## src/logic/qcis_defines.svh

```systemverilog
// constants for the four-channel current-loop input readout
`ifndef QCIS_DEFINES_SVH
`define QCIS_DEFINES_SVH

// raw count range, 14-bit results only
`define QCIS_RAW_BITS 14
`define QCIS_RAW_MAX 14'h3fff
// count per microamp as 16-bit binary fractions, 0-20 mA and 4-20 mA spans
`define QCIS_GAIN_0_20 17'h0d1b4
`define QCIS_GAIN_4_20 17'h10621
`define QCIS_FRAC_BITS 16
// live zero of the 4-20 mA range and open-loop threshold, in microamps
`define QCIS_LIVE_ZERO_UA 16'h0fa0
`define QCIS_OPEN_LOOP_UA 16'h0ea6

// full update period with every channel enabled
`define QCIS_UPDATE_US 45000
`define QCIS_CLK_MHZ 100
`define QCIS_CHANNELS 4
`define QCIS_SLOT_CYCLES ((`QCIS_UPDATE_US * `QCIS_CLK_MHZ) / `QCIS_CHANNELS)

// 24-bit status area: byte 0 health, byte 1 open loop, byte 2 spare
`define QCIS_STATUS_BITS 24
`define QCIS_ST_SELF_TEST_FAILED 0
`define QCIS_ST_SUPPLY_ABSENT 1
`define QCIS_ST_DATA_NOT_VALID 2
`define QCIS_ST_OPEN_LSB 8
`define QCIS_ST_SPARE_LSB 16

// result word: channel number above the raw count
`define QCIS_WORD_BITS 16
`define QCIS_WORD_CH_LSB 14

// configuration defaults: all channels on, every channel 4-20 mA
`define QCIS_RST_CHAN_COUNT 3'h4
`define QCIS_RST_RANGE 4'hf
// status and host health copy in reset: only data not valid raised
`define QCIS_RST_STATUS 24'h000004
`define QCIS_RST_HEALTH 8'h04

`endif

```

## src/logic/qcis_pkg.sv

```systemverilog
// types shared by both ends of the current-loop readout link
package qcis_pkg;
  typedef logic [1:0] qcis_chan_t;
  typedef logic [13:0] qcis_raw_t;
  typedef enum logic [1:0] {
    QCIS_S_SETTLE = 2'b01,
    QCIS_S_PUSH = 2'b10
  } qcis_state_e;
endpackage

```

## src/logic/qcis_link_if.sv

```systemverilog
// link between the readout module and the host processor
`timescale 1ns/1ps
interface qcis_link_if;
  logic cfg_load;
  logic cfg_drop;
  logic [2:0] cfg_chan_count;
  logic [3:0] cfg_range;
  logic word_valid;
  logic word_ready;
  logic [15:0] word_data;
  logic [23:0] status;

  modport device (
    input cfg_load,
    input cfg_drop,
    input cfg_chan_count,
    input cfg_range,
    input word_ready,
    output word_valid,
    output word_data,
    output status
  );

  modport host (
    output cfg_load,
    output cfg_drop,
    output cfg_chan_count,
    output cfg_range,
    output word_ready,
    input word_valid,
    input word_data,
    input status
  );
endinterface

```

## src/logic/qcis_device_end.sv

```systemverilog
// readout module end: conversion scheduling, raw mapping, status area, result fifo
//
// Operation
// - 0-20 mA gives counts 0..16383, 1.22 uA
// - 4-20 mA span maps to 0..16383, 0.977 uA
// - 24-bit status area, byte aligned
// - byte 0: self test, supply, data invalid
// - byte 1: open-loop flag per channel
// - byte 2 carries nothing
// - open loop only 4-20 mA, below 3.75 mA
// - open-loop flag means that loop is broken
// - flag self test failure while not passed
// - flag missing external 24 V supply
// - data invalid until configured, and after loss
// - host checks data invalid before reading results
// - host picks channel count, default all four
// - no 16-bit option, always 14-bit results
// - range selectable per channel, steers mapping
// - host scales raw span onto engineering span
// - clamp keeps scaled value within limits
// - every channel defaults to 4-20 mA
// - 45 ms full update with four channels
`timescale 1ns/1ps
`include "qcis_defines.svh"

////////////////////////////////////////////////////////////////////////////////
module qcis_word_fifo #(
  parameter int WIDTH = 16,
  parameter int DEPTH = 4
) (
  input wire logic CLK,
  input wire logic SYS_RST,
  input wire logic in_valid,
  output logic in_ready,
  input wire logic [WIDTH-1:0] in_data,
  output logic out_valid,
  input wire logic out_ready,
  output logic [WIDTH-1:0] out_data
);
  localparam int PW = (DEPTH > 1) ? $clog2(DEPTH) : 1;

  logic [WIDTH-1:0] mem [DEPTH];
  logic [PW-1:0] wr_ptr;
  logic [PW-1:0] rd_ptr;
  logic [PW:0] count;

  wire push = in_valid && in_ready;
  wire pop = out_valid && out_ready;
  wire [PW-1:0] next_wr_ptr = (wr_ptr == PW'(DEPTH - 1)) ? '0 : wr_ptr + 1'b1;
  wire [PW-1:0] next_rd_ptr = (rd_ptr == PW'(DEPTH - 1)) ? '0 : rd_ptr + 1'b1;

  assign in_ready = (count != (PW + 1)'(DEPTH));
  assign out_valid = (count != '0);
  assign out_data = mem[rd_ptr];

  // storage has no reset; a word is only seen once count covers it
  always_ff @(posedge CLK) begin
    if (push) begin
      mem[wr_ptr] <= in_data;
    end
  end

  always_ff @(posedge CLK or posedge SYS_RST) begin
    if (SYS_RST) begin
      wr_ptr <= '0;
      rd_ptr <= '0;
      count <= '0;
    end else begin
      if (push) begin
        wr_ptr <= next_wr_ptr;
      end
      if (pop) begin
        rd_ptr <= next_rd_ptr;
      end
      if (push && !pop) begin
        count <= count + 1'b1;
      end else if (pop && !push) begin
        count <= count - 1'b1;
      end
    end
  end
endmodule

////////////////////////////////////////////////////////////////////////////////
module qcis_device_end
  import qcis_pkg::*;
#(
  parameter int SLOT_CYCLES = `QCIS_SLOT_CYCLES,
  parameter int FIFO_DEPTH = 4
) (
  input wire logic CLK,
  input wire logic SYS_RST,
  input wire logic [63:0] LOOP_CURRENT_UA,
  input wire logic SELF_TEST_OK,
  input wire logic FIELD_SUPPLY_OK,
  qcis_link_if.device LINK
);

  // microamps to a 14-bit count; wider results are never produced
  function automatic qcis_raw_t raw_from_ua(input logic [15:0] ua, input logic live_zero);
    logic [15:0] span;
    logic [16:0] gain;
    logic [32:0] prod;
    span = ua;
    gain = `QCIS_GAIN_0_20;
    if (live_zero) begin
      span = (ua < `QCIS_LIVE_ZERO_UA) ? 16'h0000 : ua - `QCIS_LIVE_ZERO_UA;
      gain = `QCIS_GAIN_4_20;
    end
    prod = {17'h00000, span} * {16'h0000, gain};
    if (prod[32:16] > {3'h0, `QCIS_RAW_MAX}) begin
      return `QCIS_RAW_MAX;
    end
    return prod[29:16];
  endfunction

  ////////////////////////////////////////////////////////////////////////////
  // pin synchronisers
  logic self_test_meta;
  logic self_test_ok;
  logic supply_meta;
  logic supply_ok;

  always_ff @(posedge CLK or posedge SYS_RST) begin
    if (SYS_RST) begin
      self_test_meta <= 1'b0;
      self_test_ok <= 1'b0;
      supply_meta <= 1'b0;
      supply_ok <= 1'b0;
    end else begin
      self_test_meta <= SELF_TEST_OK;
      self_test_ok <= self_test_meta;
      supply_meta <= FIELD_SUPPLY_OK;
      supply_ok <= supply_meta;
    end
  end

  ////////////////////////////////////////////////////////////////////////////
  // configuration held from the host
  logic configured;
  logic [2:0] chan_count;
  logic [3:0] range_4_20;

  // zero or out-of-range counts fall back to all channels
  wire count_ok = (LINK.cfg_chan_count != 3'h0) && (LINK.cfg_chan_count <= 3'h4);
  wire [2:0] next_chan_count = count_ok ? LINK.cfg_chan_count : `QCIS_RST_CHAN_COUNT;

  always_ff @(posedge CLK or posedge SYS_RST) begin
    if (SYS_RST) begin
      configured <= 1'b0;
      chan_count <= `QCIS_RST_CHAN_COUNT;
      range_4_20 <= `QCIS_RST_RANGE;
    end else if (LINK.cfg_drop) begin
      configured <= 1'b0;
      chan_count <= `QCIS_RST_CHAN_COUNT;
      range_4_20 <= `QCIS_RST_RANGE;
    end else if (LINK.cfg_load) begin
      configured <= 1'b1;
      chan_count <= next_chan_count;
      range_4_20 <= LINK.cfg_range;
    end
  end

  ////////////////////////////////////////////////////////////////////////////
  // conversion schedule: one slot per enabled channel
  qcis_state_e state;
  logic [31:0] slot_cnt;
  qcis_chan_t chan;
  qcis_raw_t raw_hold;
  logic [3:0] open_loop;

  wire slot_done = (slot_cnt == 32'(SLOT_CYCLES - 1));
  wire [15:0] chan_ua = LOOP_CURRENT_UA[{chan, 4'h0} +: 16];
  wire chan_live_zero = range_4_20[chan];
  wire chan_open = chan_live_zero && (chan_ua < `QCIS_OPEN_LOOP_UA);
  wire last_chan = ({1'b0, chan} >= (chan_count - 3'h1));
  wire fifo_in_ready;
  wire push_word = (state == QCIS_S_PUSH);
  wire [15:0] word_in = {chan, raw_hold};

  // fewer channels give a shorter period, since each slot stays fixed
  always_ff @(posedge CLK or posedge SYS_RST) begin
    if (SYS_RST) begin
      state <= QCIS_S_SETTLE;
      slot_cnt <= 32'h0000_0000;
      chan <= 2'h0;
      raw_hold <= 14'h0000;
    end else begin
      case (state)
        QCIS_S_SETTLE: begin
          slot_cnt <= slot_cnt + 32'h0000_0001;
          if (slot_done) begin
            raw_hold <= raw_from_ua(chan_ua, chan_live_zero);
            state <= QCIS_S_PUSH;
          end
        end
        QCIS_S_PUSH: begin
          // a full fifo holds the schedule rather than losing a result
          if (fifo_in_ready) begin
            slot_cnt <= 32'h0000_0000;
            chan <= last_chan ? 2'h0 : chan + 2'h1;
            state <= QCIS_S_SETTLE;
          end
        end
        default: begin
          state <= QCIS_S_SETTLE;
        end
      endcase
    end
  end

  // open-loop flags follow each sample; disabled channels read clear
  always_ff @(posedge CLK or posedge SYS_RST) begin
    if (SYS_RST) begin
      open_loop <= 4'h0;
    end else begin
      for (int i = 0; i < `QCIS_CHANNELS; i++) begin
        if (i >= int'(chan_count)) begin
          open_loop[i] <= 1'b0;
        end else if ((state == QCIS_S_SETTLE) && slot_done && (int'(chan) == i)) begin
          open_loop[i] <= chan_open;
        end
      end
    end
  end

  ////////////////////////////////////////////////////////////////////////////
  // status area
  logic [23:0] status;
  wire [7:0] health_byte = {5'h00, !configured, !supply_ok, !self_test_ok};
  wire [7:0] open_byte = {4'h0, open_loop};
  wire [7:0] spare_byte = 8'h00;

  always_ff @(posedge CLK or posedge SYS_RST) begin
    if (SYS_RST) begin
      status <= `QCIS_RST_STATUS;
    end else begin
      status <= {spare_byte, open_byte, health_byte};
    end
  end

  assign LINK.status = status;

  ////////////////////////////////////////////////////////////////////////////
  // result words to the host
  qcis_word_fifo #(
    .WIDTH(`QCIS_WORD_BITS),
    .DEPTH(FIFO_DEPTH)
  ) u_fifo (
    .CLK(CLK),
    .SYS_RST(SYS_RST),
    .in_valid(push_word),
    .in_ready(fifo_in_ready),
    .in_data(word_in),
    .out_valid(LINK.word_valid),
    .out_ready(LINK.word_ready),
    .out_data(LINK.word_data)
  );

endmodule

```

## src/flat_wrapper.sv

```systemverilog
// flat-port wrapper written by rule: the top's interface ports become plain ports
module qcis_device_end_flat import qcis_pkg::*;
#(
  parameter int SLOT_CYCLES = `QCIS_SLOT_CYCLES,
  parameter int FIFO_DEPTH = 4
)
  (CLK, SYS_RST, LOOP_CURRENT_UA, SELF_TEST_OK, FIELD_SUPPLY_OK, LINK_cfg_load, LINK_cfg_drop, LINK_cfg_chan_count, LINK_cfg_range, LINK_word_ready, LINK_word_valid, LINK_word_data, LINK_status);
  qcis_link_if LINK_i ();
  input wire logic CLK;
  input wire logic SYS_RST;
  input wire logic [63:0] LOOP_CURRENT_UA;
  input wire logic SELF_TEST_OK;
  input wire logic FIELD_SUPPLY_OK;
  input wire logic [$bits(LINK_i.cfg_load)-1:0] LINK_cfg_load;
  input wire logic [$bits(LINK_i.cfg_drop)-1:0] LINK_cfg_drop;
  input wire logic [$bits(LINK_i.cfg_chan_count)-1:0] LINK_cfg_chan_count;
  input wire logic [$bits(LINK_i.cfg_range)-1:0] LINK_cfg_range;
  input wire logic [$bits(LINK_i.word_ready)-1:0] LINK_word_ready;
  output wire logic [$bits(LINK_i.word_valid)-1:0] LINK_word_valid;
  output wire logic [$bits(LINK_i.word_data)-1:0] LINK_word_data;
  output wire logic [$bits(LINK_i.status)-1:0] LINK_status;
  assign LINK_i.cfg_load = LINK_cfg_load;
  assign LINK_i.cfg_drop = LINK_cfg_drop;
  assign LINK_i.cfg_chan_count = LINK_cfg_chan_count;
  assign LINK_i.cfg_range = LINK_cfg_range;
  assign LINK_i.word_ready = LINK_word_ready;
  assign LINK_word_valid = LINK_i.word_valid;
  assign LINK_word_data = LINK_i.word_data;
  assign LINK_status = LINK_i.status;
  qcis_device_end #(.SLOT_CYCLES(SLOT_CYCLES), .FIFO_DEPTH(FIFO_DEPTH)) u_core (.CLK(CLK), .SYS_RST(SYS_RST), .LOOP_CURRENT_UA(LOOP_CURRENT_UA), .SELF_TEST_OK(SELF_TEST_OK), .FIELD_SUPPLY_OK(FIELD_SUPPLY_OK), .LINK(LINK_i));
endmodule
```

## config.mk

```make
export PLATFORM = sky130hd
export DESIGN_NAME = qcis_device_end_flat
export DESIGN_NICKNAME = d
export VERILOG_FILES = /design/src/logic/qcis_pkg.sv /design/src/logic/qcis_link_if.sv /design/src/logic/qcis_device_end.sv /design/src/flat_wrapper.sv
export VERILOG_INCLUDE_DIRS = /design/src /design/src/logic
export SDC_FILE = /design/constraint.sdc
export NUM_CORES = 1
export LEC_CHECK = 0
export BUFFER_PORTS_ARGS = -buffer_cell sky130_fd_sc_hd__buf_4
export CAP_MARGIN = 20
export CELL_PAD_IN_SITES_DETAIL_PLACEMENT = 1
export CELL_PAD_IN_SITES_GLOBAL_PLACEMENT = 2
export CORE_UTILIZATION = 37
export DETAILED_ROUTE_END_ITERATION = 6
export GPL_ROUTABILITY_DRIVEN = 0
export PLACE_DENSITY_LB_ADDON = 0.15
export SYNTH_ARGS = -nofsm -noshare
export SYNTH_HDL_FRONTEND = slang
export SYNTH_SLANG_ARGS = --single-unit
```

## constraint.sdc

```tcl
create_clock -name CLK -period 6.89 [get_ports CLK]
set_input_delay 1.378 -clock CLK [delete_from_list [all_inputs] [get_ports CLK]]
set_output_delay 1.378 -clock CLK [all_outputs]
set_load 0.01 [all_outputs]
```

# == Word-level counts from Yosys, hierarchy flattened ==
# Memory sizes are Yosys's and may differ from the RTL's.
# Cells that the tools add are included.
# totals
ram_bits,64
wordCells,122
regBits,80
inputBits,78
memories,1
# mem_list
name,depth,word_bits,rd,rd_ports_with_merged_regs,write_ports,line_no,text
u_core.u_fifo.mem,4,16,1,0,1,qcis_device_end.sv:42,logic [WIDTH-1:0] mem [DEPTH];
# classes
order_cmp,10
n_reduce_logical,30
mux,41
multipliers,1
add_sub_neg,8
n_shift,1
eq_ne,11
# op_table
operator,count
16-bit 2-to-1 mux,4
32-bit case mux with 2 select lines,1
64-bit by 7-bit variable part select with 16-bit output,1
17-bit 2-to-1 mux,3
16-bit by 17-bit multiplier with 33-bit output,1
"32-bit by 1-bit adder with 32-bit output, second input constant",1
"32-bit by 21-bit equality test with 1-bit output, second input constant",1
"16-bit by 12-bit < comparator with 1-bit output, second input constant",2
32-bit 2-to-1 mux,1
14-bit 2-to-1 mux,2
"17-bit by 14-bit greater-than comparator with 1-bit output, second input constant",1
1-bit 2-to-1 mux,16
"16-bit by 12-bit subtractor with 16-bit output, second input constant",1
3-bit 2-to-1 mux,5
2-bit nonzero test,7
1-bit logical AND,11
"2-bit equality test, second input constant",5
2-bit 2-to-1 mux,5
4-bit 2-to-1 mux,2
2-bit AND reduction,4
"2-bit by 1-bit adder with 2-bit output, second input constant",3
"1-bit by 3-bit greater-or-equal comparator with 1-bit output, first input constant",2
"2-bit by 3-bit greater-or-equal comparator with 1-bit output, first input constant",2
3-bit nonzero test,2
12 further kinds,19

# == Longest topological paths before layout ==
# logic_depth
word_depth,12
ltp_mapped,30

# == By module ==
# Synthesis repeated with hierarchy kept, for this count alone.
# unflattened
hier_cells,1179
area_unflattened_um2,12934.9
# modules_own_cells
module,cells_each,area_each_um2,instances
qcis_device_end,1057,10136.0,1
qcis_word_fifo,122,2798.9,1

# == Worst setup path after synthesis ==
# Ideal clock, no wire load.
# synth_timing
path_type,input port to flip-flop
from,input LOOP_CURRENT_UA[61]
to,register u_core.raw_hold[2]
path_buffers,1
t_arrival_ns,8.208
stages,23
path_slack_ns,-1.395
setup_ns,0.078
required_ns,6.812
path_cell_list,mux4_2 nor4_1 a31oi_1 a211o_1 and2_1 fa_1 fa_1 fa_1 inv_1 fa_1 inv_1 fa_1 inv_1 fa_1 inv_1 ha_1 nand4_1 a311oi_1 o211ai_1 a21oi_1 clkbuf_1 nor2_1 a21oi_1
# synth_via
elab_chain_len,12
word_cells_on_any_way,13
# synth_rtl
item,line_no,text
start: declaration,flat_wrapper.sv:11,input wire logic [63:0] LOOP_CURRENT_UA;
64-bit by 7-bit variable part select with 16-bit output (*),qcis_device_end.sv:173,"wire [15:0] chan_ua = LOOP_CURRENT_UA[{chan, 4'h0} +: 16];"
16-bit by 12-bit subtractor with 16-bit output (no line) or 16-bit by 12-bit < comparator with 1-bit output (tied branches),n/a,
16-bit 2-to-1 mux (no line),n/a,
16-bit 2-to-1 mux (*),qcis_device_end.sv:106,if (live_zero) begin
16-bit 2-to-1 mux (*),qcis_device_end.sv:192,if (slot_done) begin
16-bit 2-to-1 mux (*),qcis_device_end.sv:189,case (state)
16-bit by 17-bit multiplier with 33-bit output (*),qcis_device_end.sv:110,"prod = {17'h00000, span} * {16'h0000, gain};"
17-bit by 14-bit greater-than comparator with 1-bit output,qcis_device_end.sv:111,"if (prod[32:16] > {3'h0, `QCIS_RAW_MAX}) begin"
1-bit 2-to-1 mux,qcis_device_end.sv:111,
1-bit 2-to-1 mux,qcis_device_end.sv:192,
1-bit 2-to-1 mux,qcis_device_end.sv:189,
14-bit 2-to-1 mux (*),qcis_device_end.sv:114,return prod[29:16];
end signal: assignment,qcis_device_end.sv:193,"raw_hold <= raw_from_ua(chan_ua, chan_live_zero);"
end: declaration,qcis_device_end.sv:169,qcis_raw_t raw_hold;
# Mark *: on every way between the ends. The rest lies on a longest branch, timed or not. The select of a mux whose other input is x is not followed.
# A chain may end at the register's enable or synchronous reset.

# == Final worst setup path ==
# layout_timing
from,input LOOP_CURRENT_UA[63]
to,register u_core.raw_hold[2]
# The elaborated chain is that of the path after synthesis.

==> impl_metrics.ini <==
[clocking]
insertion_delay_ps = 440
clk_pin_slew_ps = 70
post_cts_hold_fix_bufs = 0
cts.htree.levels = 4
cts_inserted_buffers = 17
tritoncts_clock_tree = done
clk_root_buffer_cell = sky130_fd_sc_hd__clkbuf_16
numClockSinks = 144
cts-root-to-sink-buffers = 2

[drt]
vias = 9710
detail_route.iter0.violations = 322
route.detailed.wl_per_inst_um = 17.21
viasPerCell = 4.911
detail_route.drc_violations = 0
final_wl_um = 34030
detailedRoute.firstPassIterationCount = 4
antenna_violating_nets_left = 0

[timing]
finalWorstPathRequiredPeriod_ps = 7444
timing_max_transition_violations_final = 0
final.period_utilization_pct = 108.0
worst_slew_margin_pct = 33.40
unrepaired_setup_endpoints_after_global_routing = yes
max_freq_mhz = 134.3
setup_tns_ps = -7074
minimum_setup_slack_in_the_final_design_ps = -553.9
skew_ps = 7.803
finalSetupViolations = 14
timing_worst_slew_pin_value_ps = 991.4
timing_hold_violations_final = 0

[critical_path]
setup.worst_path.end_class = register
worst-path-max-fanout = 6
cp.required_ps = 7210
critical_path.startpoint_type = input port
data_arrival_time_of_the_worst_path_ps = 7760
timing.critical_path.slowest_stage_cell = sky130_fd_sc_hd__fa_1
critical_path.max_stage_delay_ps = 530
critical_path_class = input port to register
cp_common_cell = sky130_fd_sc_hd__fa_1

[layout]
layout.cells.most_common_list = sky130_fd_sc_hd__buf_4 (273), sky130_fd_sc_hd__inv_1 (221), sky130_fd_sc_hd__ha_1 (146)
layout.cells.most_common = sky130_fd_sc_hd__buf_4
insertedDiodeCount = 0
layout_cell_share_with_drive_strength_beyond_1_pct = 32.46
flip_flop_and_latch_area_um2 = 3933
fillcell_total = 3802
multi_input_area_um2 = 8622
nNetsFinal = 1862
flow.area_growth_from_synthesis_pct = 30.80
final_core_util_pct = 49.21

[synth]
synth_compound_area_share_pct = 7.682
yosys.area_share.simple_pct = 11.47
fraction_of_synthesized_cell_area_in_xor_and_xnor_cells_pct = 1.550
synth_area_leaders = sky130_fd_sc_hd__fa_1 (18%), sky130_fd_sc_hd__ha_1 (15%), sky130_fd_sc_hd__edfxtp_1 (15%)
netlist_instances = 1215
synth_edf_count = 64
post-synth-top-area-fraction_pct = 18.33
synth-seq-area-share_pct = 30.26
syn_avg_cell_area_um2 = 10.70
synth_fa_ha_area_share_pct = 33.35
dominantRegCellSynth = sky130_fd_sc_hd__dfrtp_1
synth_top_family_by_area = adder cells
synth_cell_type_count = 62
ys_ff_latch = 144
syn-cell-area_um2 = 13000
synth-async-reset-ratio_pct = 55.56
yosysTopAreaCell = sky130_fd_sc_hd__fa_1
yosys-mux-area-fraction_pct = 6.873
ys_warn_count = 0

[place]
port-buffer-count = 101
pre_cts_slack_ps = -1262
place.detailed.hpwl_um = 28200

[floorplan]
floorplan.die_area_um2 = 35880
initial_core_util_pct = 37.63
die_h_um = 189.4
top_level_ports = 119
die_x_um = 189.4
num_rows = 68
design.core.area_um2 = 34540

[global_routing]
globalRouteMet3Util_pct = 2.817
grt_overflow_total = 0
number_of_antenna_violations_at_the_first_check_in_global_routing = 0
gr-usage-all-layers_pct = 20.26
grtUsageMet2_pct = 35.52
met1_usage_pct = 26.47
first_pass_grt_wire_length_um = 56680
grt_start_max_net_pins = 81
grt_busiest_layer = met2
grt_pass1_vias = 10890

[run]
cap_viol_max_count = 0

[run_status]
failing_checks = negative setup slack
status = finished, violations left

[pwr]
power-per-cell-area_nw_per_um2 = 466.6
total_leakage_power_nw = 7.935
power.ir.vdd_worst_mv = 0.4252

[worst_hold_path]
worst_hold_path_type = register to register
## cell usage after synthesis, types with 15 or more instances
| library cell | instances |
|---|---|
| sky130_fd_sc_hd__ha_1 | 156 |
| sky130_fd_sc_hd__dfrtp_1 | 73 |
| sky130_fd_sc_hd__nor2b_1 | 23 |
| sky130_fd_sc_hd__edfxtp_1 | 64 |
| sky130_fd_sc_hd__inv_1 | 234 |
| sky130_fd_sc_hd__xor2_1 | 15 |
| sky130_fd_sc_hd__nand2_1 | 63 |
| sky130_fd_sc_hd__nor2_1 | 60 |
| sky130_fd_sc_hd__buf_4 | 17 |
| sky130_fd_sc_hd__mux4_2 | 32 |
| sky130_fd_sc_hd__o21ai_0 | 40 |
| sky130_fd_sc_hd__a21oi_1 | 35 |
| sky130_fd_sc_hd__clkbuf_1 | 19 |
| sky130_fd_sc_hd__nand3_1 | 39 |
| sky130_fd_sc_hd__nand4_1 | 25 |
| sky130_fd_sc_hd__fa_1 | 119 |
## worst paths after layout
kind                                             from                   to  slack, ps  cells after the start
worst max-delay path              LOOP_CURRENT_UA[63]   u_core.raw_hold[2]       -550                     26
worst min-delay path            u_core.self_test_meta  u_core.self_test_ok        350                      0
worst max register to register         u_core.chan[0]   u_core.raw_hold[2]       -150                     26
worst min register to register  u_core.self_test_meta  u_core.self_test_ok        350                      0
max in group asynchronous                     SYS_RST      u_core.state[0]       5250                      4
min in group asynchronous                     SYS_RST       u_core.chan[1]        980                      3
## metrics by stage
stage                     power, mW  std cells  hold WS [ps]  cell area [µm²]
after floorplan               4.016       1239         331.2            13270
after global placement        5.778       1913         333.0            15620
after detailed placement      5.853       1914         337.2            15650
after CTS                     7.710       1972         352.7            16830
after global routing          8.734       1977         359.1            17000
final                         7.933       1977         349.0            17000
## worst max-delay path, delay by kind of cell
kind | cells | cell delay (ps)
simple gates | 3 | 610
compound gates | 7 | 1340
mux | 1 | 500
buf+inv | 8 | 770
fa+ha+maj | 7 | 3160
## timing repair
| action | 4_1_cts | 5_1_grt |
|---|---|---|
| gates resized for setup | 84 | 25 |
| pin swaps | 87 | 42 |
| buffers inserted | 25 | 4 |
| endpoints found under the setup margin | 14 | 14 |
| cloned | 1 | 0 |
## sequential cells by signal, indices dropped and copies added (netlist names), 3 cells and up
name	count
u_core.slot_cnt	32
u_core.open_loop	4
u_core.u_fifo.count	3
u_core.LINK.status	7
u_core.range_4_20	4
u_core.raw_hold	14
u_core.u_fifo.mem	64
u_core.chan_count	3
## cell type report
cell class | count | area share (%)
Clock buffer | 17 | 2.502
Sequential cell | 144 | 23.13
Clock inverter | 15 | 0.8170
Tap cell | 455 | 3.349
Multi-Input combinational cell | 814 | 50.72
Timing Repair Buffer | 298 | 14.31
Inverter | 234 | 5.174
## power breakdown
group | switching, mW | internal (mW)
Sequential | 0.00522 | 0.902
Combinational | 3.18 | 2.97
Clock | 0.404 | 0.478
Total | 3.59 | 4.35
## routing by layer
layer / vias to the layer above / part of all wire (%)
met5: - / 0
met4: 0 / 1.2
met3: 24 / 2.7
met2: 158 / 50
met1: 4852 / 46
li1: 4676 / -
## cells by family after synthesis
group / after synthesis
xor gates and xnor gates: 23
other: 2
muxes: 48
adders and majority gates: 275
DFF: 144
buffers and inverters: 281
and+or+nand+nor: 290
AOI/OAI and AO/OA: 152
Note: power is estimated with default switching activity, not from simulation.
